[src/verilog/clcfg_defs.svh]
// Purpose: Named constants for the closed-loop configuration word.
// Assumes: Included by its bare name from the package and design files.
// Notes: Rates are in mV/s, frequencies in kHz, lead angle in millidegrees.
`ifndef CLCFG_DEFS_SVH
`define CLCFG_DEFS_SVH

// ----------------------------------------------------------------------
// Register map
// ----------------------------------------------------------------------
`define CLCFG_ADDR_W 8
`define CLCFG_OFFSET 8'h86
`define CLCFG_RESET 32'h0000_0000
`define CLCFG_IDLE_RDATA 32'h0000_0000

// ----------------------------------------------------------------------
// Decode constants
// ----------------------------------------------------------------------
`define RATE_W 25
`define FREQ_W 7
`define FREQ_FINE_BASE_KHZ 7'h05
`define FREQ_COARSE_BASE_KHZ 7'h19
`define FREQ_COARSE_STEP_KHZ 7'h05
`define FREQ_COARSE_FIRST 5'h10
`define FREQ_LAST_VALID 5'h1e
`define LEAD_STEP_MDEG 15'h0078
`define LEAD_W 16

`endif

[src/verilog/clcfg_pkg.sv]
// Purpose: Types shared by the closed-loop configuration register files.
// Assumes: The defs header supplies the rate, frequency and lead widths; the raw field widths are coded in the struct.
// Notes: The word layout is a packed struct so no bit position is coded by hand.
`include "clcfg_defs.svh"

package clcfg_pkg;

  typedef enum logic [1:0] {
    COMM_FIXED_120 = 2'b00,
    COMM_VARIABLE = 2'b01,
    COMM_RSVD_2 = 2'b10,
    COMM_RSVD_3 = 2'b11
  } comm_style_t;

  typedef enum logic [1:0] {
    MOD_HIGH_SIDE = 2'b00,
    MOD_LOW_SIDE = 2'b01,
    MOD_MIXED = 2'b10,
    MOD_RSVD = 2'b11
  } modul_side_t;

  // Bit 31 down to bit 0 of the configuration word.
  typedef struct packed {
    logic parity;
    comm_style_t commutation_style;
    logic [4:0] loop_accel_rate;
    logic decel_source_select;
    logic [4:0] loop_decel_rate;
    logic [4:0] switching_freq_code;
    modul_side_t modulation_side;
    logic complementary;
    logic lead_sign;
    logic [7:0] lead_amount;
    logic spare;
  } cfg_word_t;

  // Decoded settings handed to the controller core.
  typedef struct packed {
    comm_style_t commutation;
    logic comm_reserved;
    logic [`RATE_W-1:0] accel_rate_mv;
    logic [`RATE_W-1:0] decel_rate_mv;
    logic [`FREQ_W-1:0] freq_khz;
    logic freq_valid;
    modul_side_t modulation;
    logic modul_reserved;
    logic complementary;
    logic signed [`LEAD_W-1:0] lead_mdeg;
  } drive_cfg_t;

endpackage

[src/verilog/rate_table.sv]
// Purpose: Maps a five-bit ramp code to a rate in mV/s.
// Assumes: Purely combinational; the caller registers the result.
// Notes: Same table serves acceleration and deceleration.
`timescale 1ns/1ps
`default_nettype none
`include "clcfg_defs.svh"

module rate_table
(
  input wire logic [4:0] code,
  output logic [`RATE_W-1:0] rate_mv
);

  always_comb
  begin
    unique case (code)
      5'h00: rate_mv = 25'h0000005;
      5'h01: rate_mv = 25'h000000a;
      5'h02: rate_mv = 25'h0000019;
      5'h03: rate_mv = 25'h0000032;
      5'h04: rate_mv = 25'h0000064;
      5'h05: rate_mv = 25'h00000fa;
      5'h06: rate_mv = 25'h00001f4;
      5'h07: rate_mv = 25'h00003e8;
      5'h08: rate_mv = 25'h00009c4;
      5'h09: rate_mv = 25'h0001388;
      5'h0a: rate_mv = 25'h0001d4c;
      5'h0b: rate_mv = 25'h0002710;
      5'h0c: rate_mv = 25'h00030d4;
      5'h0d: rate_mv = 25'h0003a98;
      5'h0e: rate_mv = 25'h0004e20;
      5'h0f: rate_mv = 25'h0007530;
      5'h10: rate_mv = 25'h0009c40;
      5'h11: rate_mv = 25'h000c350;
      5'h12: rate_mv = 25'h000ea60;
      5'h13: rate_mv = 25'h00124f8;
      5'h14: rate_mv = 25'h00186a0;
      5'h15: rate_mv = 25'h001e848;
      5'h16: rate_mv = 25'h00249f0;
      5'h17: rate_mv = 25'h002ab98;
      5'h18: rate_mv = 25'h0030d40;
      5'h19: rate_mv = 25'h003d090;
      5'h1a: rate_mv = 25'h00493e0;
      5'h1b: rate_mv = 25'h0061a80;
      5'h1c: rate_mv = 25'h007a120;
      5'h1d: rate_mv = 25'h00b71b0;
      5'h1e: rate_mv = 25'h00f4240;
      5'h1f: rate_mv = 25'h1f3fc18;
    endcase
  end

endmodule
`default_nettype wire

[src/verilog/freq_table.sv]
// Purpose: Maps the switching frequency code to kHz.
// Assumes: Purely combinational; the caller registers the result.
// Notes: The top code has no documented frequency and is flagged invalid.
`timescale 1ns/1ps
`default_nettype none
`include "clcfg_defs.svh"

module freq_table
(
  input wire logic [4:0] code,
  output logic [`FREQ_W-1:0] freq_khz,
  output logic valid
);

  logic [`FREQ_W-1:0] steps;

  always_comb
  begin
    steps = `FREQ_W'(code - `FREQ_COARSE_FIRST);
    valid = (code <= `FREQ_LAST_VALID);
    if (code < `FREQ_COARSE_FIRST)
    begin
      freq_khz = `FREQ_W'(`FREQ_FINE_BASE_KHZ + `FREQ_W'(code));
    end
    else if (valid)
    begin
      freq_khz = `FREQ_W'(`FREQ_COARSE_BASE_KHZ + `FREQ_W'(steps * `FREQ_COARSE_STEP_KHZ));
    end
    else
    begin
      freq_khz = '0;
    end
  end

endmodule
`default_nettype wire

[src/verilog/closed_loop_config_register.sv]
// Purpose: One read/write configuration word for the closed-loop motor control,
//          with its fields decoded for the controller core.
// Assumes: Plain register port; read data valid the cycle after the read strobe.
// Notes: Decoded outputs follow the stored word by one clock.
//
// What this block does
// Commutation code 0 fixed 120 degrees, 1 variable 120-150, 2 and 3 reserved.
// Five-bit acceleration code picks a table rate, 0.005 to 32767 V/s.
// Deceleration uses its own code when source bit clear, acceleration code when set.
// Five-bit deceleration code uses the same rate table as acceleration.
// Frequency code: 5-20 kHz by 1, then 25 kHz upward by 5, to 95.
// Modulation code 0 high-side, 1 low-side, 2 mixed, 3 reserved.
// Switching style bit: clear single-ended, set complementary.
// Lead sign bit: clear negative lead, set positive lead.
// Lead angle in degrees is the eight-bit field times 0.12.
// Word sits at offset 86h and resets to all zeros.
// Reads return the last written value in every bit.
`timescale 1ns/1ps
`default_nettype none
`include "clcfg_defs.svh"

module closed_loop_config_register
  import clcfg_pkg::*;
#(
  parameter int ADDR_W = `CLCFG_ADDR_W
)
(
  input wire logic clk,
  input wire logic arst_n,
  input wire logic [ADDR_W-1:0] addr,
  input wire logic [31:0] wdata,
  input wire logic wr_en,
  input wire logic rd_en,
  output logic [31:0] rdata,
  output cfg_word_t closed_loop_config_word,
  output drive_cfg_t drive
);

  // ----------------------------------------------------------------------
  // Address decode
  // ----------------------------------------------------------------------
  function automatic logic hit(input logic [ADDR_W-1:0] a);
    hit = (a == ADDR_W'(`CLCFG_OFFSET));
  endfunction

  logic wr_hit;
  logic rd_hit;

  assign wr_hit = wr_en && hit(addr);
  assign rd_hit = rd_en && hit(addr);

  // ----------------------------------------------------------------------
  // Storage
  // ----------------------------------------------------------------------
  always_ff @(posedge clk or negedge arst_n)
  begin
    if (!arst_n)
    begin
      closed_loop_config_word <= cfg_word_t'(`CLCFG_RESET);
    end
    else if (wr_hit)
    begin
      closed_loop_config_word <= cfg_word_t'(wdata);
    end
  end

  // Read data stands only in the cycle after the strobe; all else reads zero.
  always_ff @(posedge clk or negedge arst_n)
  begin
    if (!arst_n)
    begin
      rdata <= `CLCFG_IDLE_RDATA;
    end
    else if (rd_hit)
    begin
      rdata <= closed_loop_config_word;
    end
    else
    begin
      rdata <= `CLCFG_IDLE_RDATA;
    end
  end

  // ----------------------------------------------------------------------
  // Field decode
  // ----------------------------------------------------------------------
  cfg_word_t w;
  logic [4:0] decel_code;
  logic [`RATE_W-1:0] accel_rate;
  logic [`RATE_W-1:0] decel_rate;
  logic [`FREQ_W-1:0] freq_khz;
  logic freq_valid;
  logic [14:0] lead_mag;
  logic signed [`LEAD_W-1:0] lead_signed;

  assign w = closed_loop_config_word;

  assign decel_code = w.decel_source_select ? w.loop_accel_rate : w.loop_decel_rate;
  assign lead_mag = 15'(w.lead_amount * `LEAD_STEP_MDEG);

  assign lead_signed = w.lead_sign ? $signed({1'b0, lead_mag}) : -$signed({1'b0, lead_mag});

  rate_table u_accel_table
  (
    .code(w.loop_accel_rate),
    .rate_mv(accel_rate)
  );

  rate_table u_decel_table
  (
    .code(decel_code),
    .rate_mv(decel_rate)
  );

  freq_table u_freq_table
  (
    .code(w.switching_freq_code),
    .freq_khz(freq_khz),
    .valid(freq_valid)
  );

  // ----------------------------------------------------------------------
  // Decoded outputs
  // ----------------------------------------------------------------------
  always_ff @(posedge clk or negedge arst_n)
  begin
    if (!arst_n)
    begin
      drive.commutation <= COMM_FIXED_120;
      drive.comm_reserved <= 1'b0;
      drive.modulation <= MOD_HIGH_SIDE;
      drive.modul_reserved <= 1'b0;
      drive.complementary <= 1'b0;
    end
    else
    begin
      drive.commutation <= w.commutation_style;
      drive.comm_reserved <= (w.commutation_style inside {COMM_RSVD_2, COMM_RSVD_3});
      drive.modulation <= w.modulation_side;
      drive.modul_reserved <= (w.modulation_side == MOD_RSVD);
      drive.complementary <= w.complementary;
    end
  end

  always_ff @(posedge clk or negedge arst_n)
  begin
    if (!arst_n)
    begin
      drive.accel_rate_mv <= '0;
      drive.decel_rate_mv <= '0;
    end
    else
    begin
      drive.accel_rate_mv <= accel_rate;
      drive.decel_rate_mv <= decel_rate;
    end
  end

  always_ff @(posedge clk or negedge arst_n)
  begin
    if (!arst_n)
    begin
      drive.freq_khz <= '0;
      drive.freq_valid <= 1'b0;
      drive.lead_mdeg <= '0;
    end
    else
    begin
      drive.freq_khz <= freq_khz;
      drive.freq_valid <= freq_valid;
      drive.lead_mdeg <= lead_signed;
    end
  end

  logic written;

  always_ff @(posedge clk or negedge arst_n)
  begin
    if (!arst_n)
    begin
      written <= 1'b0;
    end
    else if (wr_hit)
    begin
      written <= 1'b1;
    end
  end
endmodule
`default_nettype wire

[config.mk]
export PLATFORM = sky130hd
export DESIGN_NAME = closed_loop_config_register
export DESIGN_NICKNAME = d
export VERILOG_FILES = /design/src/verilog/clcfg_pkg.sv /design/src/verilog/rate_table.sv /design/src/verilog/freq_table.sv /design/src/verilog/closed_loop_config_register.sv
export VERILOG_INCLUDE_DIRS = /design/src /design/src/verilog
export SDC_FILE = /design/constraint.sdc
export NUM_CORES = 1
export LEC_CHECK = 0
export ABC_AREA = 0
export BUFFER_PORTS_ARGS = -buffer_cell sky130_fd_sc_hd__buf_4
export CORE_MARGIN = 4
export CORE_UTILIZATION = 45
export DETAILED_ROUTE_END_ITERATION = 10
export PLACE_DENSITY = 0.7
export SKIP_LAST_GASP = 1
export SLEW_MARGIN = 0
export SYNTH_ARGS = -nofsm -noshare
export SYNTH_HDL_FRONTEND = slang
export SYNTH_SLANG_ARGS = --single-unit
[constraint.sdc]
create_clock -name clk -period 6 [get_ports clk]
set_clock_uncertainty 0.1 [all_clocks]
set_input_delay 0.3 -clock clk [delete_from_list [all_inputs] [get_ports clk]]
set_output_delay 0.3 -clock clk [all_outputs]
set_load 0.01 [all_outputs]
Word-level counts from Yosys, hierarchy flattened --
Memories as Yosys holds them, arrays and structs flattened. A register that Yosys moved wholly into a read port is not among the register bits. Index checks and enable logic that the tools add are counted.
Storage, ports and cells: flip-flop bits (word level) 95, bits in latches 0, memory bits (writable) 0, ROM bits 1600, input bits 44, word-level logic and storage cells 44, memories kept 2
Memories:
- (name not given) | words 32, width 25, read ports 1, clocked after memory_dff 1, wr ports 0, line rate_table.sv:16 | unique case (code)
- (name not given) | words 32, width 25, read ports 1, clocked after memory_dff 1, wr ports 0, line rate_table.sv:16
Operators by class: $add $sub $neg 4, multipliers 2, divide/modulo/power cells 0, order comparisons 2, equality and inequality tests 4, shift-type cells 0, muxes and demuxes 5, bitwise logic cells 0, reduce and logical (&&, ||, !) cells 5
Operators by type and width (number):
- two-way mux 32 bit | 1
- two-way mux 16 bit | 1
- negation 15 -> 16 bit | 1
- two-way mux 7 bit | 2
- multiplier 8 x 4 -> 12 bit (second input constant) | 1
- equality test 8 bit (second input constant) | 1
- adder 5 x 7 -> 7 bit (first input constant) | 1
- multiplier 7 x 3 -> 7 bit (second input constant) | 1
- adder 3 x 5 -> 6 bit (first input constant) | 1
- equality test 2 bit (second input constant) | 3
- subtractor 5 x 5 -> 6 bit (second input constant) | 1
- <= comparator 5 bit (second input constant) | 1
- < comparator 5 bit (second input constant) | 1
- two-way mux 5 bit | 1
- logical AND 1 bit | 2
- logical NOT 1 bit | 2
- nonzero test 2 bit | 1

Logic depth before layout (Yosys ltp) --
Gate-level depths: netlist of run 1.
depth in word-level cells 5, gate-level depth with buffers 11, mapped depth without buffers 11

Cells and area by module --
From an unflattened synthesis of run 1, not the netlist that was laid out.
Unflattened totals: cell total of the unflattened synthesis 639, area, all modules 7274.5 µm²
By module, submodules not included:
- closed_loop_config_register | instances 1, cells each 352, area an instance 5338.9 µm², seq. area each 3553.4 µm²
- rate_table | instances 2, cells each 117, area an instance 747.0 µm², seq. area each 0.0 µm²
- freq_table | instances 1, cells each 53, area an instance 441.7 µm², seq. area each 0.0 µm²

Least setup slack after synthesis of run 1 --
No wires, ideal clock.
kind register to register, from register closed_loop_config_word[6] (netlist name), to register drive[14] (netlist name), setup time 0.127 ns, arrival 3.415 ns, setup slack 2.358 ns, cell stages (with the launch flop) 12, buffers on the path 0, period minus slack after synthesis 3.642 ns, cell sequence dfrtp_1 -> inv_1 -> fa_1 -> fa_1 -> inv_1 -> ha_1 -> a21o_1 -> a31o_1 -> or4_4 -> a32oi_2 -> a41oi_1 -> xnor2_1
Between the ends: word-level cells in the longest chain between the ends 3
RTL lines:
- from (decl) | line closed_loop_config_register.sv:35 | output cfg_word_t closed_loop_config_word,
- from (signal assigned) | line closed_loop_config_register.sv:59 | closed_loop_config_word <= cfg_word_t'(`CLCFG_RESET);
- from (signal assigned) | line closed_loop_config_register.sv:63 | closed_loop_config_word <= cfg_word_t'(wdata);
- multiplier 8 x 4 -> 12 bit (no line) *
- negation 15 -> 16 bit | line closed_loop_config_register.sv:101 | assign lead_signed = w.lead_sign ? $signed({1'b0, lead_mag}) : -$signed({1'b0, lead_mag});
- two-way mux 16 bit * | line closed_loop_config_register.sv:101
- net lead_signed[14] | line closed_loop_config_register.sv:94 | logic signed [`LEAD_W-1:0] lead_signed;
- to (decl) | line closed_loop_config_register.sv:36 | output drive_cfg_t drive
The timed path passes the listed nets; every way through them passes the cells marked *. A chain may end at the register's enable or synchronous reset.

Worst setup path in the final report of run 1 --
Ends and elaborated chain as after synthesis.

==> results of run 1 <==
power by group through the flow:
stage / logic (mW) / clock network, mW / registers (mW)
6_report: 0.486 / 1.00 / 1.02
5_1_grt: 0.535 / 1.07 / 1.02
4_1_cts: 0.491 / 1.03 / 1.02
3_5_place_dp: 0.481 / 0 / 1.03
3_3_place_gp: 0.470 / 0 / 1.03
2_1_floorplan: 0.239 / 0 / 1.05
cell type report:
type | count | area [um2]
repair buffers | 203 | 1560
fillers | 1293 | 6110
well taps | 188 | 235
clock inverters | 10 | 105
clock buffers | 21 | 460
flip-flops and latches | 134 | 3350
inverters | 43 | 161
multi-input cells | 431 | 3160
stage by stage:
stage               area, um2  std cells  worst slack, ps  hold WS [ps]
floorplan                6920        662             2360         -95.6
global placement         8360        988             2270           193
detailed placement       8360        988             2180           203
CTS                      9030       1030             2160         0.552
global route             9030       1030             1930          3.30
finish                   9030       1030             2180          14.0
cells by family (layout without fill, tap and decap cells):
family / Yosys count / after routing / share of synthesized area, %
buf+inv: 97 / 277 / 5.95
mux: 41 / 41 / 6.57
fa+ha+maj: 50 / 50 / 10.8
flops: 134 / 134 / 48.5
compound gates: 137 / 137 / 12.7
simple gates: 174 / 174 / 12.2
xor+xnor: 26 / 26 / 3.29
other cells: 1 / 3 / 0.0542
cell usage after synthesis, drive strengths merged (3+ instances only):
| master | number | share of area, % |
|---|---|---|
| a211oi | 7 | 0.83 |
| a21o | 5 | 0.56 |
| a21oi | 37 | 2.7 |
| a221oi | 3 | 0.38 |
| a31oi | 12 | 1.1 |
| a32oi | 3 | 0.49 |
| and2 | 3 | 0.29 |
| and3 | 37 | 3.3 |
| buf | 17 | 1.6 |
| clkbuf | 37 | 2.0 |
| dfrtp | 134 | 48 |
| fa | 16 | 4.6 |
| ha | 34 | 6.2 |
| inv | 43 | 2.3 |
| mux2 | 35 | 5.7 |
| mux2i | 6 | 0.87 |
| nand2 | 42 | 2.3 |
| nand2b | 4 | 0.36 |
| nand3 | 7 | 0.51 |
| nor2 | 56 | 3.0 |
| nor2b | 5 | 0.45 |
| nor3 | 9 | 0.65 |
| o211ai | 11 | 1.2 |
| o21ai | 33 | 2.4 |
| o221ai | 4 | 0.51 |
| o22ai | 5 | 0.45 |
| xnor2 | 17 | 2.2 |
| xor2 | 9 | 1.1 |
sequential cells by signal (all words and copies together) (netlist names):
register and flops:
drive 70, rdata 32, closed_loop_config_word 32
worst paths after layout:
kind / start / cells past startpoint / endpoint
hold / removal: wdata[5] / 2 / closed_loop_config_word[5]$_DFFE_PN0P_
setup / recovery: closed_loop_config_word[6]$_DFFE_PN0P_ / 11 / drive[14]$_DFF_PN0_
min in group asynchronous: arst_n / 2 / drive[21]$_DFF_PN0_
setup reg to reg: closed_loop_config_word[6]$_DFFE_PN0P_ / 11 / drive[14]$_DFF_PN0_
hold reg to reg: closed_loop_config_word[10]$_DFFE_PN0P_ / 0 / drive[16]$_DFF_PN0_
max in group asynchronous: arst_n / 3 / rdata[17]$_DFF_PN0_
worst reg2reg max path: stages (launching register included):
cell and delay (ps):
dfrtp_1 410, inv_1 260, fa_1 500, fa_1 510
inv_1 40, ha_1 340, a21o_1 190, a31o_1 230
or4_4 530, a32oi_2 260, a41oi_1 180, xnor2_1 160
routing by layer:
| metal | up-vias | GRT usage [%] |
|---|---|---|
| met4 | 0 | 7.00 |
| met3 | 22 | 5.84 |
| met2 | 225 | 34.5 |
| met1 | 2715 | 26.1 |
| met5 | - | 0 |
| li1 | 2594 | - |
==> flow_metrics.env, run 1 <==
export IMPL_run_status="finished, final reports clean"
export IMPL_period_needed_ps=3820
export IMPL_slowest_stage="or4_4"
export IMPL_hold_viol=0
export IMPL_pin_count=189
export IMPL_nets=924
export IMPL_max_stage_delay_ps=530
export IMPL_powerDensity_nw_per_um2=277
export IMPL_post_cts_setup_buffers=0
export IMPL_synthToLayoutAreaGrowth_pct=30.6
export IMPL_critPathTopFamily="adder cells"
export IMPL_dp_hpwl_um=12500
export IMPL_arrival_ps=4010
export IMPL_yosys_warnings=0
export IMPL_irDropWorstVdd_uv=169
export IMPL_p_leak_nw=4.72
export IMPL_critical_path_buf_inv_count=2
export IMPL_power_frac_seq_pct=40.5
export IMPL_avgSynthCellArea_um2=10.5
export IMPL_min_delay_path_class="primary input to flip-flop"
export IMPL_layout_common_cells="191 x buf_4, 134 x dfrtp_1, 56 x nor2_1, 43 x inv_1, 41 x nand2_1"
export IMPL_root_buffer="clkbuf_16"
export IMPL_cp_start_kind="flip-flop"
export IMPL_tightest_slew_ps=1190
export IMPL_grt_pass1_vias=5596
export IMPL_max_cap_violations=0
export IMPL_cts_sinks=134
export IMPL_rsz0062_at_grt="false"
export IMPL_layout_commonest_cell="buf_4"
export IMPL_syn_instance_count=660
export IMPL_grt_pass1_wl_um=29200
export IMPL_path_cells="inv_1, fa_1, fa_1, inv_1, ha_1, a21o_1, a31o_1, or4_4, a32oi_2, a41oi_1, xnor2_1"
export IMPL_p_int_mw=1.83
export IMPL_finalPower_mw=2.50
export IMPL_vias=5556
export IMPL_critical_path_class="flip-flop to flip-flop"
export IMPL_synth_edf_count=0
export IMPL_start_util_pct=45.7
export IMPL_viasPerCell=5.39
export IMPL_grt_max_degree=78
export IMPL_dieArea_um2=17400
export IMPL_diodes=0
export IMPL_ys_seq_area_share_pct=48.5
export IMPL_cts_tree="done"
export IMPL_p_comb_share_pct=19.4
export IMPL_clock_latency_ps=420
export IMPL_ff2ff_setup_slack_ps=2180
export IMPL_detail_route_antenna_nets=0
export IMPL_drv_slew=0
export IMPL_dr_wl_met3_um=1280
export IMPL_crit_path_max_fanout=5
export IMPL_power_frac_clock_pct=40.1
export IMPL_drt_iter0_drc=551
export IMPL_cts_buffers=17
export IMPL_fmax_mhz=261
export IMPL_synth_seq_cells=134
export IMPL_drc=0
export IMPL_drt_total_wl_um=17700
export IMPL_clk_pin_slew_ps=60
export IMPL_met1_length_um=7430
export IMPL_slew_headroom_pct=20.5
export IMPL_yosysUniqueCellTypes=60
export IMPL_end_kind="flip-flop"
export IMPL_fp_row_count=45
export IMPL_wl_met2_um=8750
export IMPL_cts_htree_levels=4
export IMPL_place_gp_congestion=0.894
export IMPL_ys_flop_type="dfrtp_1"
export IMPL_swShare_pct=27.1
export IMPL_coreArea_um2=15100
export IMPL_finalSetupTns_ps=0
export IMPL_async_flop_share_pct=100
export IMPL_grt_overflow_total=0
export IMPL_setup_viol=0
export IMPL_highest_layer="met4"
export IMPL_die_width_um=132
export IMPL_post_route_period_util_pct=63.7
export IMPL_avgRoutedWirePerCell_um=17.2
export IMPL_cts_resized=0
export IMPL_post_route_util_pct=59.6
export IMPL_cts_hold_buf=11
export IMPL_die_y_um=132
export IMPL_required_ps=6190
export IMPL_groute_usage_overall_pct=20.7
export IMPL_drive_gt1_share_pct=30.6
export IMPL_antenna_found_initial=0
export IMPL_cts_buffer_depth=2
export IMPL_switchingPower_uw=679
export IMPL_numPortBuffers=185
export IMPL_dr_pass1_iters=5
export IMPL_synth_area_um2=6920
Power figures use the tool's default switching activity.
==> run 2, diff against run 1 <==
==> constraint.sdc (replaced) <==
create_clock -name clk -period 4.01 [get_ports clk]
set_clock_uncertainty 0.1 [all_clocks]
set_input_delay 0.2005 -clock clk [delete_from_list [all_inputs] [get_ports clk]]
set_output_delay 0.2005 -clock clk [all_outputs]
set_load 0.01 [all_outputs]
==> run 2 against run 1 <==
- critical path type unchanged
- critical endpoint unchanged
- sequential share of layout area decreased by 1.1 points
- maximum frequency is 0.96% higher
- setup slack got worse by 2000 ps
- routed wire length down 0.49%
- combinational power is 53% higher
- non-clock buffer count is 24 higher
- utilization increased by 1.8 points
- highest routed layer unchanged
- final cell count is 2.4% higher
- design area rose by 3.0%
- largest power group is now the clock network
- clock power is 59% higher
==> flow_metrics.env, run 2 (synthesis gave the netlist of run 1 again) <==
export IMPL_cp_start_kind="flip-flop"
export IMPL_clock_latency_ps=430
export IMPL_die_y_um=132
export IMPL_layout_common_cells="193 x buf_4, 134 x dfrtp_1, 56 x nor2_1, 42 x inv_1, 41 x nand2_1"
export IMPL_drt_iter0_drc=519
export IMPL_setup_viol=0
export IMPL_finish_instance_area_um2=9310
export IMPL_hold_ws_ps=103
export IMPL_regMostFlops="drive"
export IMPL_drv_slew=0
export IMPL_drt_total_wl_um=17700
export IMPL_cts_sinks=134
export IMPL_place_gp_congestion=0.878
export IMPL_critical_path_buf_inv_count=2
export IMPL_fin_ws_ps=222
export IMPL_viasPerCell=5.30
export IMPL_slew_headroom_pct=39.9
export IMPL_slowest_stage="or4_4"
export IMPL_dp_hpwl_um=12400
export IMPL_min_delay_path_class="primary input to flip-flop"
export IMPL_critical_path_class="flip-flop to flip-flop"
export IMPL_diodes=0
export IMPL_nets=948
export IMPL_finalSetupTns_ps=0
export IMPL_layout_commonest_cell="buf_4"
export IMPL_antenna_found_initial=0
export IMPL_rr_startpoint="closed_loop_config_word[4]$_DFFE_PN0P_"
export IMPL_placed_cells=990
export IMPL_cts_buffer_depth=2
export IMPL_irDropWorstVdd_uv=263
export IMPL_numPortBuffers=185
export IMPL_largest_reg_flops=70
export IMPL_detail_route_antenna_nets=0
export IMPL_fin_cells=1055
export IMPL_pin_count=189
export IMPL_cts_tree="done"
export IMPL_arrival_ps=3980
export IMPL_fmax_mhz=264
export IMPL_start_util_pct=45.7
export IMPL_grt_pass1_wl_um=28900
export IMPL_grt_pass1_vias=5625
export IMPL_period_needed_ps=3790
export IMPL_critPathTopFamily="adder cells"
export IMPL_largestRegisters="drive (70), closed_loop_config_word (32), rdata (32)"
export IMPL_fp_row_count=45
export IMPL_clk_pin_slew_ps=60
export IMPL_cts_htree_levels=4
export IMPL_path_cells="inv_1, fa_1, fa_1, inv_1, ha_1, a21o_1, a31o_1, or4_4, a32oi_2, a41oi_1, xnor2_1"
export IMPL_tightest_slew_ps=899
export IMPL_p_leak_nw=4.83
export IMPL_groute_usage_overall_pct=20.7
export IMPL_post_route_util_pct=61.4
export IMPL_holdCritStartpoint="rd_en"
export IMPL_finalPower_mw=3.85
export IMPL_crit_path_max_fanout=5
export IMPL_dp_slack_ps=212
export IMPL_drive_gt1_share_pct=30.0
export IMPL_dieArea_um2=17400
export IMPL_powerDensity_nw_per_um2=413
export IMPL_die_width_um=132
export IMPL_cts_buffers=17
export IMPL_grt_max_degree=101
export IMPL_end_kind="flip-flop"
export IMPL_max_stage_delay_ps=530
export IMPL_vias=5590
export IMPL_coreArea_um2=15100
export IMPL_rsz0062_at_grt="false"
export IMPL_run_status="finished, final reports clean"
export IMPL_post_route_period_util_pct=94.5
export IMPL_max_cap_violations=0
export IMPL_fill_cells=1236
export IMPL_drc=0
export IMPL_placedInstanceArea_um2=8370
export IMPL_synthToLayoutAreaGrowth_pct=34.5
export IMPL_required_ps=4200
export IMPL_crit_start="closed_loop_config_word[4]$_DFFE_PN0P_"
export IMPL_dr_pass1_iters=5
export IMPL_hold_viol=0
export IMPL_avgRoutedWirePerCell_um=16.7
export IMPL_root_buffer="clkbuf_16"
export IMPL_grt_overflow_total=0
## run 2: worst paths after layout
path / cells past startpoint / to / slack, ps
worst min-delay path: 2 / rdata[22]$_DFF_PN0_ / 100
worst min register to register: 0 / drive[16]$_DFF_PN0_ / 330
worst max-delay path: 11 / drive[14]$_DFF_PN0_ / 220
worst max register to register: 11 / drive[14]$_DFF_PN0_ / 220
max in group asynchronous: 3 / closed_loop_config_word[21]$_DFFE_PN0P_ / 2450
min in group asynchronous: 2 / drive[20]$_DFF_PN0_ / 340
## run 2: final cells by class
| class | instances | area [um2] | share of cell area, % |
|---|---|---|---|
| Clock buffer | 24 | 482 | 5.18 |
| Clock inverter | 8 | 121 | 1.30 |
| Inverter | 43 | 161 | 1.73 |
| Multi-Input combinational cell | 431 | 3160 | 34.0 |
| Sequential cell | 134 | 3350 | 36.0 |
| Tap cell | 188 | 235 | 2.53 |
| Timing Repair Buffer | 227 | 1790 | 19.2 |
## run 2: repair_timing
action / 4_1_cts / 5_1_grt
endpoints found under the hold margin: 131 / 0
hold buffers: 33 / 0
resized for setup: 0 / 1
endpoints found under the setup margin: 0 / 1
buffers inserted: 0 / 0
## run 2: routing by layer
layer / part of all wire (%) / vias up / track usage, %
met3: 6.8 / 17 / 5.92
met2: 50 / 191 / 34.4
met1: 42 / 2726 / 25.9
met4: 1.1 / 0 / 7.12
met5: 0 / - / 0
li1: - / 2656 / -
## run 2: where the power goes
group	internal [mW]	switching [mW]	leakage [nW]	total, mW
registers	1.46	0.0601	1.80	1.52
logic	0.353	0.392	2.74	0.745
clock network	1.02	0.561	0.294	1.59
## run 2: worst register-to-register path: stages, from the launching register on
cell	delay (ps)
dfrtp_1	440
inv_1	150
fa_1	520
fa_1	520
inv_1	40
ha_1	340
a21o_1	190
a31o_1	240
or4_4	530
a32oi_2	240
a41oi_1	170
xnor2_1	160
